<file path="src/pkg/obg_pkg.sv">
package obg_pkg;
	// ==========================================================
	// bus map, byte addresses of 32-bit words
	localparam logic [4:0] OBG_ADR_CTRL = 5'h00;
	localparam logic [4:0] OBG_ADR_SBUF = 5'h04;
	localparam logic [4:0] OBG_ADR_STAT = 5'h08;
	localparam logic [4:0] OBG_ADR_ICLR = 5'h0C;
	localparam logic [4:0] OBG_ADR_IEN = 5'h10;
	// ==========================================================
	// field positions
	localparam int OBG_MODE_LSB = 0;
	localparam int OBG_TEMPO_LSB = 4;
	localparam int OBG_HIGH_LSB = 0;
	localparam int OBG_PER_LSB = 8;
	localparam int OBG_ST_EMPTY = 0;
	localparam int OBG_ST_DONE = 1;
	localparam int OBG_ST_BUSY = 2;
	// ==========================================================
	// modes and reset values
	localparam logic [1:0] OBG_MODE_ONESHOT = 2'h1;
	localparam logic [1:0] OBG_MODE_RST = 2'h0;
	localparam logic [3:0] OBG_TEMPO_RST = 4'h0;
	// ==========================================================
	// timing: sound clock made from the 125 MHz system clock
	localparam int OBG_SYS_HZ = 125000000;
	localparam int OBG_SND_HZ = 32768;
	localparam int OBG_SND_DIV = (OBG_SYS_HZ + OBG_SND_HZ / 2) / OBG_SND_HZ;
	localparam int OBG_DUR_UNIT = 256; // sound ticks per duration step
	// ==========================================================
	// sound buffer contents
	typedef struct packed {
		logic [7:0] period;
		logic [5:0] high;
	} obg_snd_t;
	typedef struct packed {
		logic done;
		logic empty;
	} obg_irq_t;
endpackage : obg_pkg

</file>
<file path="src/design/obg_buzzer.sv">
// Functional notes
// - writing the sound buffer clears buffer-empty and, in one-shot mode, starts output
// - buffer moves into working register only on a sound clock tick
// - that load sets buffer-empty and busy together
// - while busy the pin carries a rectangular wave from the loaded fields
// - after the duration the tone stops, done set, busy cleared at once
// - high time is high-period field plus one sound ticks
// - period is period field plus one sound ticks
//
// The placing of the registers and the Wishbone slave port are this design's own decisions.
`timescale 1ns/1ns
`default_nettype none
module obg_buzzer #(
	parameter int SND_DIV = obg_pkg::OBG_SND_DIV,
	parameter int DUR_UNIT = obg_pkg::OBG_DUR_UNIT
) (
	input wire logic sys_clk, // system clock, 125 MHz
	input wire logic resetn, // async reset, active low
	input wire logic wb_cyc_i, // wishbone cycle
	input wire logic wb_stb_i, // wishbone strobe
	input wire logic wb_we_i, // write enable
	input wire logic [4:0] wb_adr_i, // byte address
	input wire logic [3:0] wb_sel_i, // byte lanes
	input wire logic [31:0] wb_dat_i, // write data
	output logic [31:0] wb_dat_o, // read data
	output logic wb_ack_o, // one-cycle acknowledge
	output logic buzzer_out, // buzzer pin
	output logic irq // level interrupt
);
	import obg_pkg::*;

	// ==========================================================
	// bus decode
	logic ack_r;
	logic [31:0] rdat_r;
	wire bus_req = wb_cyc_i && wb_stb_i && !ack_r;
	// writes land at the ack edge: the master is certain to hold its data there,
	// and the single-cycle ack means each access is applied exactly once
	wire wr = wb_cyc_i && wb_stb_i && wb_we_i && ack_r;
	wire wr_ctrl = wr && (wb_adr_i == OBG_ADR_CTRL);
	wire wr_sbuf = wr && (wb_adr_i == OBG_ADR_SBUF);
	wire wr_iclr = wr && (wb_adr_i == OBG_ADR_ICLR) && wb_sel_i[0];
	wire wr_ien = wr && (wb_adr_i == OBG_ADR_IEN) && wb_sel_i[0];

	// ==========================================================
	// sound clock tick divider
	localparam int DIVW = $clog2(SND_DIV + 1);
	localparam logic [DIVW-1:0] DIV_LAST = DIVW'(SND_DIV - 1);
	logic [DIVW-1:0] div_r;
	logic tick_r;
	always_ff @(posedge sys_clk or negedge resetn) begin
		if (!resetn) begin
			div_r <= '0;
			tick_r <= 1'b0;
		end else begin
			div_r <= (div_r == DIV_LAST) ? '0 : div_r + 1'b1;
			tick_r <= (div_r == DIV_LAST);
		end
	end

	// ==========================================================
	// control and sound buffer registers
	logic [1:0] mode_r;
	logic [3:0] tempo_r;
	obg_snd_t sbuf_r;
	logic pend_r;
	logic busy_r;
	wire load = tick_r && pend_r && (mode_r == OBG_MODE_ONESHOT);
	always_ff @(posedge sys_clk or negedge resetn) begin
		if (!resetn) begin
			mode_r <= OBG_MODE_RST;
			tempo_r <= OBG_TEMPO_RST;
			sbuf_r <= '0;
			pend_r <= 1'b0;
		end else begin
			if (wr_ctrl && wb_sel_i[0]) begin
				mode_r <= wb_dat_i[OBG_MODE_LSB +: 2];
				tempo_r <= wb_dat_i[OBG_TEMPO_LSB +: 4];
			end
			if (wr_sbuf && wb_sel_i[0])
				sbuf_r.high <= wb_dat_i[OBG_HIGH_LSB +: 6];
			if (wr_sbuf && wb_sel_i[1])
				sbuf_r.period <= wb_dat_i[OBG_PER_LSB +: 8];
			// a new write keeps the request alive even on a load edge
			if (wr_sbuf)
				pend_r <= 1'b1;
			else if (load)
				pend_r <= 1'b0;
		end
	end

	// ==========================================================
	// tone engine: phase and duration counters
	localparam int DURW = 16;
	obg_snd_t work_r;
	logic [7:0] phase_r;
	logic [DURW-1:0] dur_r;
	logic out_r;
	wire [DURW-1:0] dur_len = DURW'((32'(tempo_r) + 32'd1) * DUR_UNIT - 1);
	wire run_tick = busy_r && tick_r && !load;
	wire stop = run_tick && (dur_r == '0);
	wire [7:0] phase_nxt = (phase_r == work_r.period) ? 8'h00 : phase_r + 8'h01;
	always_ff @(posedge sys_clk or negedge resetn) begin
		if (!resetn) begin
			work_r <= '0;
			phase_r <= '0;
			dur_r <= '0;
			busy_r <= 1'b0;
			out_r <= 1'b0;
		end else if (load) begin
			work_r <= sbuf_r;
			phase_r <= '0;
			dur_r <= dur_len;
			busy_r <= 1'b1;
			out_r <= 1'b1;
		end else if (stop) begin
			busy_r <= 1'b0;
			out_r <= 1'b0;
		end else if (run_tick) begin
			phase_r <= phase_nxt;
			dur_r <= dur_r - 1'b1;
			out_r <= ({2'b00, work_r.high} >= phase_nxt);
		end
	end

	// ==========================================================
	// sticky flags: set beats a clear in the same cycle
	obg_irq_t flag_r;
	obg_irq_t ien_r;
	logic irq_r;
	wire clr_empty = (wr_iclr && wb_dat_i[OBG_ST_EMPTY]) || wr_sbuf;
	wire clr_done = (wr_iclr && wb_dat_i[OBG_ST_DONE]) || wr_sbuf;
	always_ff @(posedge sys_clk or negedge resetn) begin
		if (!resetn) begin
			flag_r <= '0;
			ien_r <= '0;
			irq_r <= 1'b0;
		end else begin
			flag_r.empty <= load || (flag_r.empty && !clr_empty);
			flag_r.done <= stop || (flag_r.done && !clr_done);
			if (wr_ien)
				ien_r <= {wb_dat_i[OBG_ST_DONE], wb_dat_i[OBG_ST_EMPTY]};
			irq_r <= |(flag_r & ien_r);
		end
	end

	// ==========================================================
	// read mux; unmapped addresses read zero and still acknowledge
	wire [31:0] stat_word = {29'h0000_0000, busy_r, flag_r.done, flag_r.empty};
	wire [31:0] ien_word = {30'h0000_0000, ien_r.done, ien_r.empty};
	wire [31:0] ctrl_word = {24'h00_0000, tempo_r, 2'h0, mode_r};
	wire [31:0] sbuf_word = {16'h0000, sbuf_r.period, 2'h0, sbuf_r.high};
	wire [31:0] rd_mux = (wb_adr_i == OBG_ADR_CTRL) ? ctrl_word :
		(wb_adr_i == OBG_ADR_SBUF) ? sbuf_word :
		(wb_adr_i == OBG_ADR_STAT) ? stat_word :
		(wb_adr_i == OBG_ADR_IEN) ? ien_word : 32'h0000_0000;
	always_ff @(posedge sys_clk or negedge resetn) begin
		if (!resetn) begin
			ack_r <= 1'b0;
			rdat_r <= '0;
		end else begin
			ack_r <= bus_req;
			rdat_r <= (bus_req && !wb_we_i) ? rd_mux : 32'h0000_0000;
		end
	end

	assign wb_ack_o = ack_r;
	assign wb_dat_o = rdat_r;
	assign buzzer_out = out_r;
	assign irq = irq_r;
endmodule : obg_buzzer
`default_nettype wire

</file>
<file path="config.mk">
export PLATFORM = sky130hd
export DESIGN_NAME = obg_buzzer
export DESIGN_NICKNAME = d
export VERILOG_FILES = /design/src/pkg/obg_pkg.sv /design/src/design/obg_buzzer.sv
export SDC_FILE = /design/constraint.sdc
export NUM_CORES = 1
export LEC_CHECK = 0
export ABC_AREA = 0
export BUFFER_PORTS_ARGS = -buffer_cell sky130_fd_sc_hd__buf_2
export CAP_MARGIN = 20
export CORE_AREA = 5 5 109 111
export CTS_CLUSTER_SIZE = 8
export DETAILED_ROUTE_END_ITERATION = 10
export DIE_AREA = 0 0 114 116
export PLACE_DENSITY = 0.71
export SYNTH_ARGS = -nofsm -noshare
export SYNTH_HDL_FRONTEND = slang
export SYNTH_SLANG_ARGS = --single-unit
</file>
<file path="constraint.sdc">
create_clock -name sys_clk -period 4.84 [get_ports sys_clk]
set_input_delay 0.726 -clock sys_clk [delete_from_list [all_inputs] [get_ports sys_clk]]
set_output_delay 0.726 -clock sys_clk [all_outputs]
set_load 0.02 [all_outputs]
</file>
## After elaboration in Yosys (flattened, before gate mapping)

Cells that the tools add are included.

- Bits in registers: 96
- Bits in latches: 0
- Bits in writable memories: 0
- ROM bits: 0
- Input port bits: 46
- Output and inout bits: 35
- Word-level logic and storage cells: 95
- Memories kept: 0

- $add $sub $neg: 5
- Multiply operators: 0
- Divide/modulo/power cells: 0
- $lt $le $gt $ge: 1
- Eq/ne operators: 8
- Shift operators: 0
- Muxes and demuxes: 20
- Bitwise gates (word level): 1
- Reduce and logical (&&, ||, !) cells: 40

Operators with widths:

| cell | count |
|---|---|
| $mux 16 | 6 |
| $mux 8 | 4 |
| $logic_and 1x1->1 | 23 |
| $logic_not 16->1 | 1 |
| $sub 16x1->16 const B | 1 |
| $sub 13x1->14 const B | 1 |
| $add 12x1->12 const B | 1 |
| $eq 12x12->1 const B | 1 |
| $mux 12 | 1 |
| $eq 5x4->1 const B | 2 |
| $add 8x1->8 const B | 1 |
| $eq 8x8->1 | 1 |
| $ge 6x8->1 | 1 |
| $mux 1 | 7 |
| $reduce_bool 2->1 | 3 |
| $add 4x1->5 const B | 1 |
| $eq 5x3->1 const B | 1 |
| $eq 5x5->1 const B | 1 |
| $logic_not 1->1 | 5 |
| $logic_not 5->1 | 1 |
| $logic_or 1x1->1 | 4 |
| $mux 3 | 1 |
| $reduce_bool 3->1 | 1 |
| $and 2x2->2 | 1 |
| 5 further kinds | 5 |

## Longest topological paths before layout

- Depth in word-level cells: 10
- Depth in mapped cells: 11
- Gate-level depth less buffers: 10

## Least setup slack after synthesis

No wires, ideal clock.

- Kind: reg-to-reg
- Start: register phase_r[6]
- End: register out_r (netlist: buzzer_out)
- Setup time: 132 ps
- Data arrival time: 1965 ps
- Required time: 4708 ps
- Slack: 2743 ps
- Cell stages (with the launch flop): 12
- Path buffers: 1
- Period minus slack after synthesis: 2097 ps
- Path through: dfrtp_1 -> clkbuf_2 -> xnor2_1 -> nand4_1 -> nor2_1 -> or2_2 -> ha_1 -> a21o_1 -> a21oi_1 -> o21ai_0 -> nand3_1 -> o21ai_0

- Word-level cells in the longest chain between the ends: 6
- Elaborated cells between the ends (all ways): 7
- Those cells by class: 1 x add/sub; 1 x order compare; 1 x eq/ne; 4 x mux

RTL lines:

| element | line | text |
|---|---|---|
| from (decl) | obg_buzzer.sv:96 | `logic [7:0] phase_r;` |
| from (signal assigned) | obg_buzzer.sv:120 | `phase_r <= phase_nxt;` |
| $add 8x1->8 / $eq 8x8->1 (equally long branches) | obg_buzzer.sv:102 | `wire [7:0] phase_nxt = (phase_r == work_r.period) ? 8'h00 : phase_r + 8'h01;` |
| $mux 8 (*) | obg_buzzer.sv:102 |  |
| $ge 6x8->1 (*) | obg_buzzer.sv:122 | `out_r <= ({2'b00, work_r.high} >= phase_nxt);` |
| $mux 1 (*) | obg_buzzer.sv:119 | `end else if (run_tick) begin` |
| $mux 1 (*) | obg_buzzer.sv:116 | `end else if (stop) begin` |
| $mux 1 (*) | obg_buzzer.sv:110 | `end else if (load) begin` |
| to (signal assigned) | obg_buzzer.sv:122 |  |
| to (decl) | obg_buzzer.sv:98 | `logic out_r;` |

Mark *: on every way between the ends. The rest lies on a longest branch, timed or not. The select of a mux whose other input is x is not followed.
A chain may end at the register's enable or synchronous reset.

## Worst setup path after layout

- Start: register phase_r[3]
- End: register out_r (netlist: buzzer_out)

Same word-level chain as after synthesis.

==> results by group <==
STA
  – Crit share post-route: 51.0%
  – Total Neg Setup Slack: 0 ns
  – Pins Over Slew Limit: 0
  – Worst slew margin: 55.9%
  – RSZ-0062 raised after global routing: false
  – Slew @ Worst Pin: 0.660 ns
  – Fin Clk Skew: 0.0113 ns
  – Period minus WS final: 2.47 ns
  – Worst hold margin: 0.340 ns
  – # setup viols final: 0
  – Peak Freq: 405 MHz
  – Final Hold Fails: 0
  – Post-route setup slack: 2.37 ns

Placement
  – Inst Count DP: 642
  – RePlAce Congestion: 0.819
  – Port-buffer cells: 46
  – DP Worst Slack: 2.04 ns
  – Placed cell areas: 0.00506 sq mm
  – HPWL after detailed placement: 7090 um

Synthesis
  – Mapped Area: 0.00477 sq mm
  – Ys Warns: 0
  – Synth area leader: dfrtp_1
  – Ranking of synthesized cells by area: dfrtp_1 50%, nand2_1 6.4%, mux2_2 5.2%, xnor2_1 3.9%, ha_1 2.9%
  – Cell count after synthesis: 470
  – Yosys cell types: 59
  – Asr flop ratio synth: 100%
  – Top-area cell type share of the netlist area: 50.3%
  – Sequential-to-total area share from yosys stat: 50.3%
  – Top FF cell, synth: dfrtp_1
  – Post-synth EDFFs: 0
  – Post-synthesis area per instance: 10.2 sq um
  – Yosys reg bits: 96

Finish
  – Commonest non-fill, non-tap cell in the layout: dfrtp_1
  – Ant diodes: 0
  – Fin nets: 571
  – Finished Cell Area: 0.00525 sq mm
  – Layout cell share with drive strength beyond 1: 20.5%
  – P&R area growth vs syn: 10.1%
  – Most frequent cells in the layout: 96 x dfrtp_1, 82 x nand2_1, 45 x buf_2
  – Post-route insts no fill: 658

Die
  – # rows: 38
  – Die area: 0.0132 sq mm
  – Die Span X: 114 um
  – # IOs: 81
  – Die Span Y: 116 um
  – Initial Utilization: 44.6%
  – Core region area: 0.0107 sq mm

Clock network
  – Root Driver: clkbuf_8
  – Inserted Clock Buffers: 9
  – # clock sinks: 96
  – Htree depth: 3
  – Clock Latency Late Sink: 0.37 ns
  – # hold bufs at CTS: 0
  – Post-CTS setup repair buffer count: 0
  – CTS resizes: 0
  – CTS tree: yes
  – CTS Buffer Depth: 2
  – CTS clk-pin slew, worst paths: 0.09 ns

Min path
  – Worst Hold Class: in2async

Global routing
  – Vias in the first global route: 3464
  – GRT Total Usage: 15.2%
  – Global-route wire length before repair: 16100 um
  – Initial antenna violation count: 0
  – Largest net degree at the start of global routing: 53
  – Total grt overflow: 0

Pwr
  – NetSw: 0.309 mW
  – Internal Dissipation: 1.06 mW
  – VDD IR max: 0.189 mV
  – Clock share of power: 36.9%
  – Comb pwr share: 3.9%
  – Switching Fraction: 22.6%
  – Static Leak: 2.69 nW
  – P per Cell Area: 260 mW/mm^2
  – Sequential Power Share: 59.2%

Route
  – Pre-antenna DRT Iters: 4
  – Routed vias: 3390
  – DR iter-0 viols: 158
  – DR WL/cell: 14.5 um
  – # DRC: 0
  – Vias per inst: 5.15
  – Routed wire length: 9520 um
  – Routed Antenna Nets: 0

Run
  – # Max-Cap Violations: 0

Setup path
  – Critical path launch point type: flip-flop
  – Worst Path Required: 5.09 ns
  – Reg2Reg Capture Point: buzzer_out
  – R2R cell count: 10
  – Critical path data arrival time: 2.72 ns
  – R2r startpoint: phase_r[3]
  – Worst setup EP type: flip-flop
  – Crit path kind: reg2reg
  – R2r setup slk: 2.37 ns
  – CP max FO: 6

Outcome
  – Run status: finished clean
## per-layer routing
layer | vias up | global-route usage (%) | share of wire (%)
met3 | 7 | 3.19 | 3.6
met5 | - | 0 | 0
met4 | 0 | 5.15 | 1.1
li1 | 1664 | - | -
met1 | 1665 | 19.9 | 46
met2 | 54 | 25.3 | 49
## registers in the layout, summed over array words and instances, names as in the netlist, 4 cells and up
signal / cells
wb_dat_o: 16
dur_r: 16
phase_r: 8
div_r: 12
sbuf_r: 14
tempo_r: 4
work_r: 14
## worst max-delay path by stage
stage / from / slack, ns / cells past startpoint / end
detailed placement: wb_adr_i[1] / 2.04 / 6 / sbuf_r[7]
finish: phase_r[3] / 2.37 / 10 / buzzer_out
global placement: wb_adr_i[1] / 2.12 / 6 / sbuf_r[9]
CTS: phase_r[3] / 2.36 / 10 / buzzer_out
floorplan: phase_r[6] / 2.74 / 11 / buzzer_out
global route: phase_r[3] / 2.12 / 10 / buzzer_out
## power groups by stage
stage,registers [mW],clock network [mW],logic [mW]
floorplan,0.823,0,0.0310
global placement,0.822,0,0.0532
detailed placement,0.823,0,0.0543
CTS,0.807,0.521,0.0543
global route,0.807,0.556,0.0606
finish,0.807,0.503,0.0534
## layout make-up
cell class | instances | area (sq um)
well taps | 140 | 175
clock buffers | 10 | 128
multi-input cells | 346 | 2190
fillers | 1013 | 5440
repair buffers | 51 | 268
clock inverters | 5 | 57.6
flip-flops and latches | 96 | 2400
inverters | 10 | 37.5
## logic make-up (layout without fill, tap and decap cells)
family,Yosys count,in the layout,share of synthesized area (%)
AO/OA/AOI/OAI,56,56,8.08
other,1,16,0.0786
buffers and inverters,43,76,5.03
AND/OR/NAND/NOR,204,204,21.5
XOR/XNOR,32,32,5.87
multiplexers,27,27,6.24
flip-flops,96,96,50.3
adder cells (fa/ha/maj),11,11,2.88
## synth_stat cells, types with 2 or more instances
library cell / instances
nor3_1: 8
mux2_2: 22
a21boi_0: 2
nand3b_1: 4
o21ai_0: 21
clkbuf_1: 11
a21oi_1: 7
nor2_2: 2
nand2_1: 82
nand4_1: 8
nor4_4: 2
xor2_1: 11
inv_1: 10
nor2b_1: 2
and3_1: 16
nor2_1: 34
or2_2: 3
nand3_1: 19
mux2i_1: 5
dfrtp_1: 96
a21o_1: 2
nor4_1: 4
a211oi_1: 2
xnor2_1: 21
nand4b_1: 2
a31o_2: 2
a22oi_1: 5
a211oi_2: 2
and2_1: 6
ha_1: 11
buf_4: 18
buf_2: 2
nand2b_1: 2
## stage by stage
stage	util (%)	power (mW)
after floorplan	-	0.854
after global placement	47.3	0.876
after detailed placement	47.3	0.877
after CTS	49.1	1.38
after global routing	49.1	1.42
final	49.1	1.36
## worst max-delay path, cell delays in order, from the launching register on
cell      delay, ns
dfrtp_1        0.45
xnor2_1        0.24
nand4_1        0.27
nor2_1         0.36
nor2_1         0.11
ha_1           0.28
nand2b_1       0.14
a211oi_1       0.22
o21ai_0        0.13
nand3_1        0.09
o21ai_0        0.07
Power figures use the tool's default switching activity.
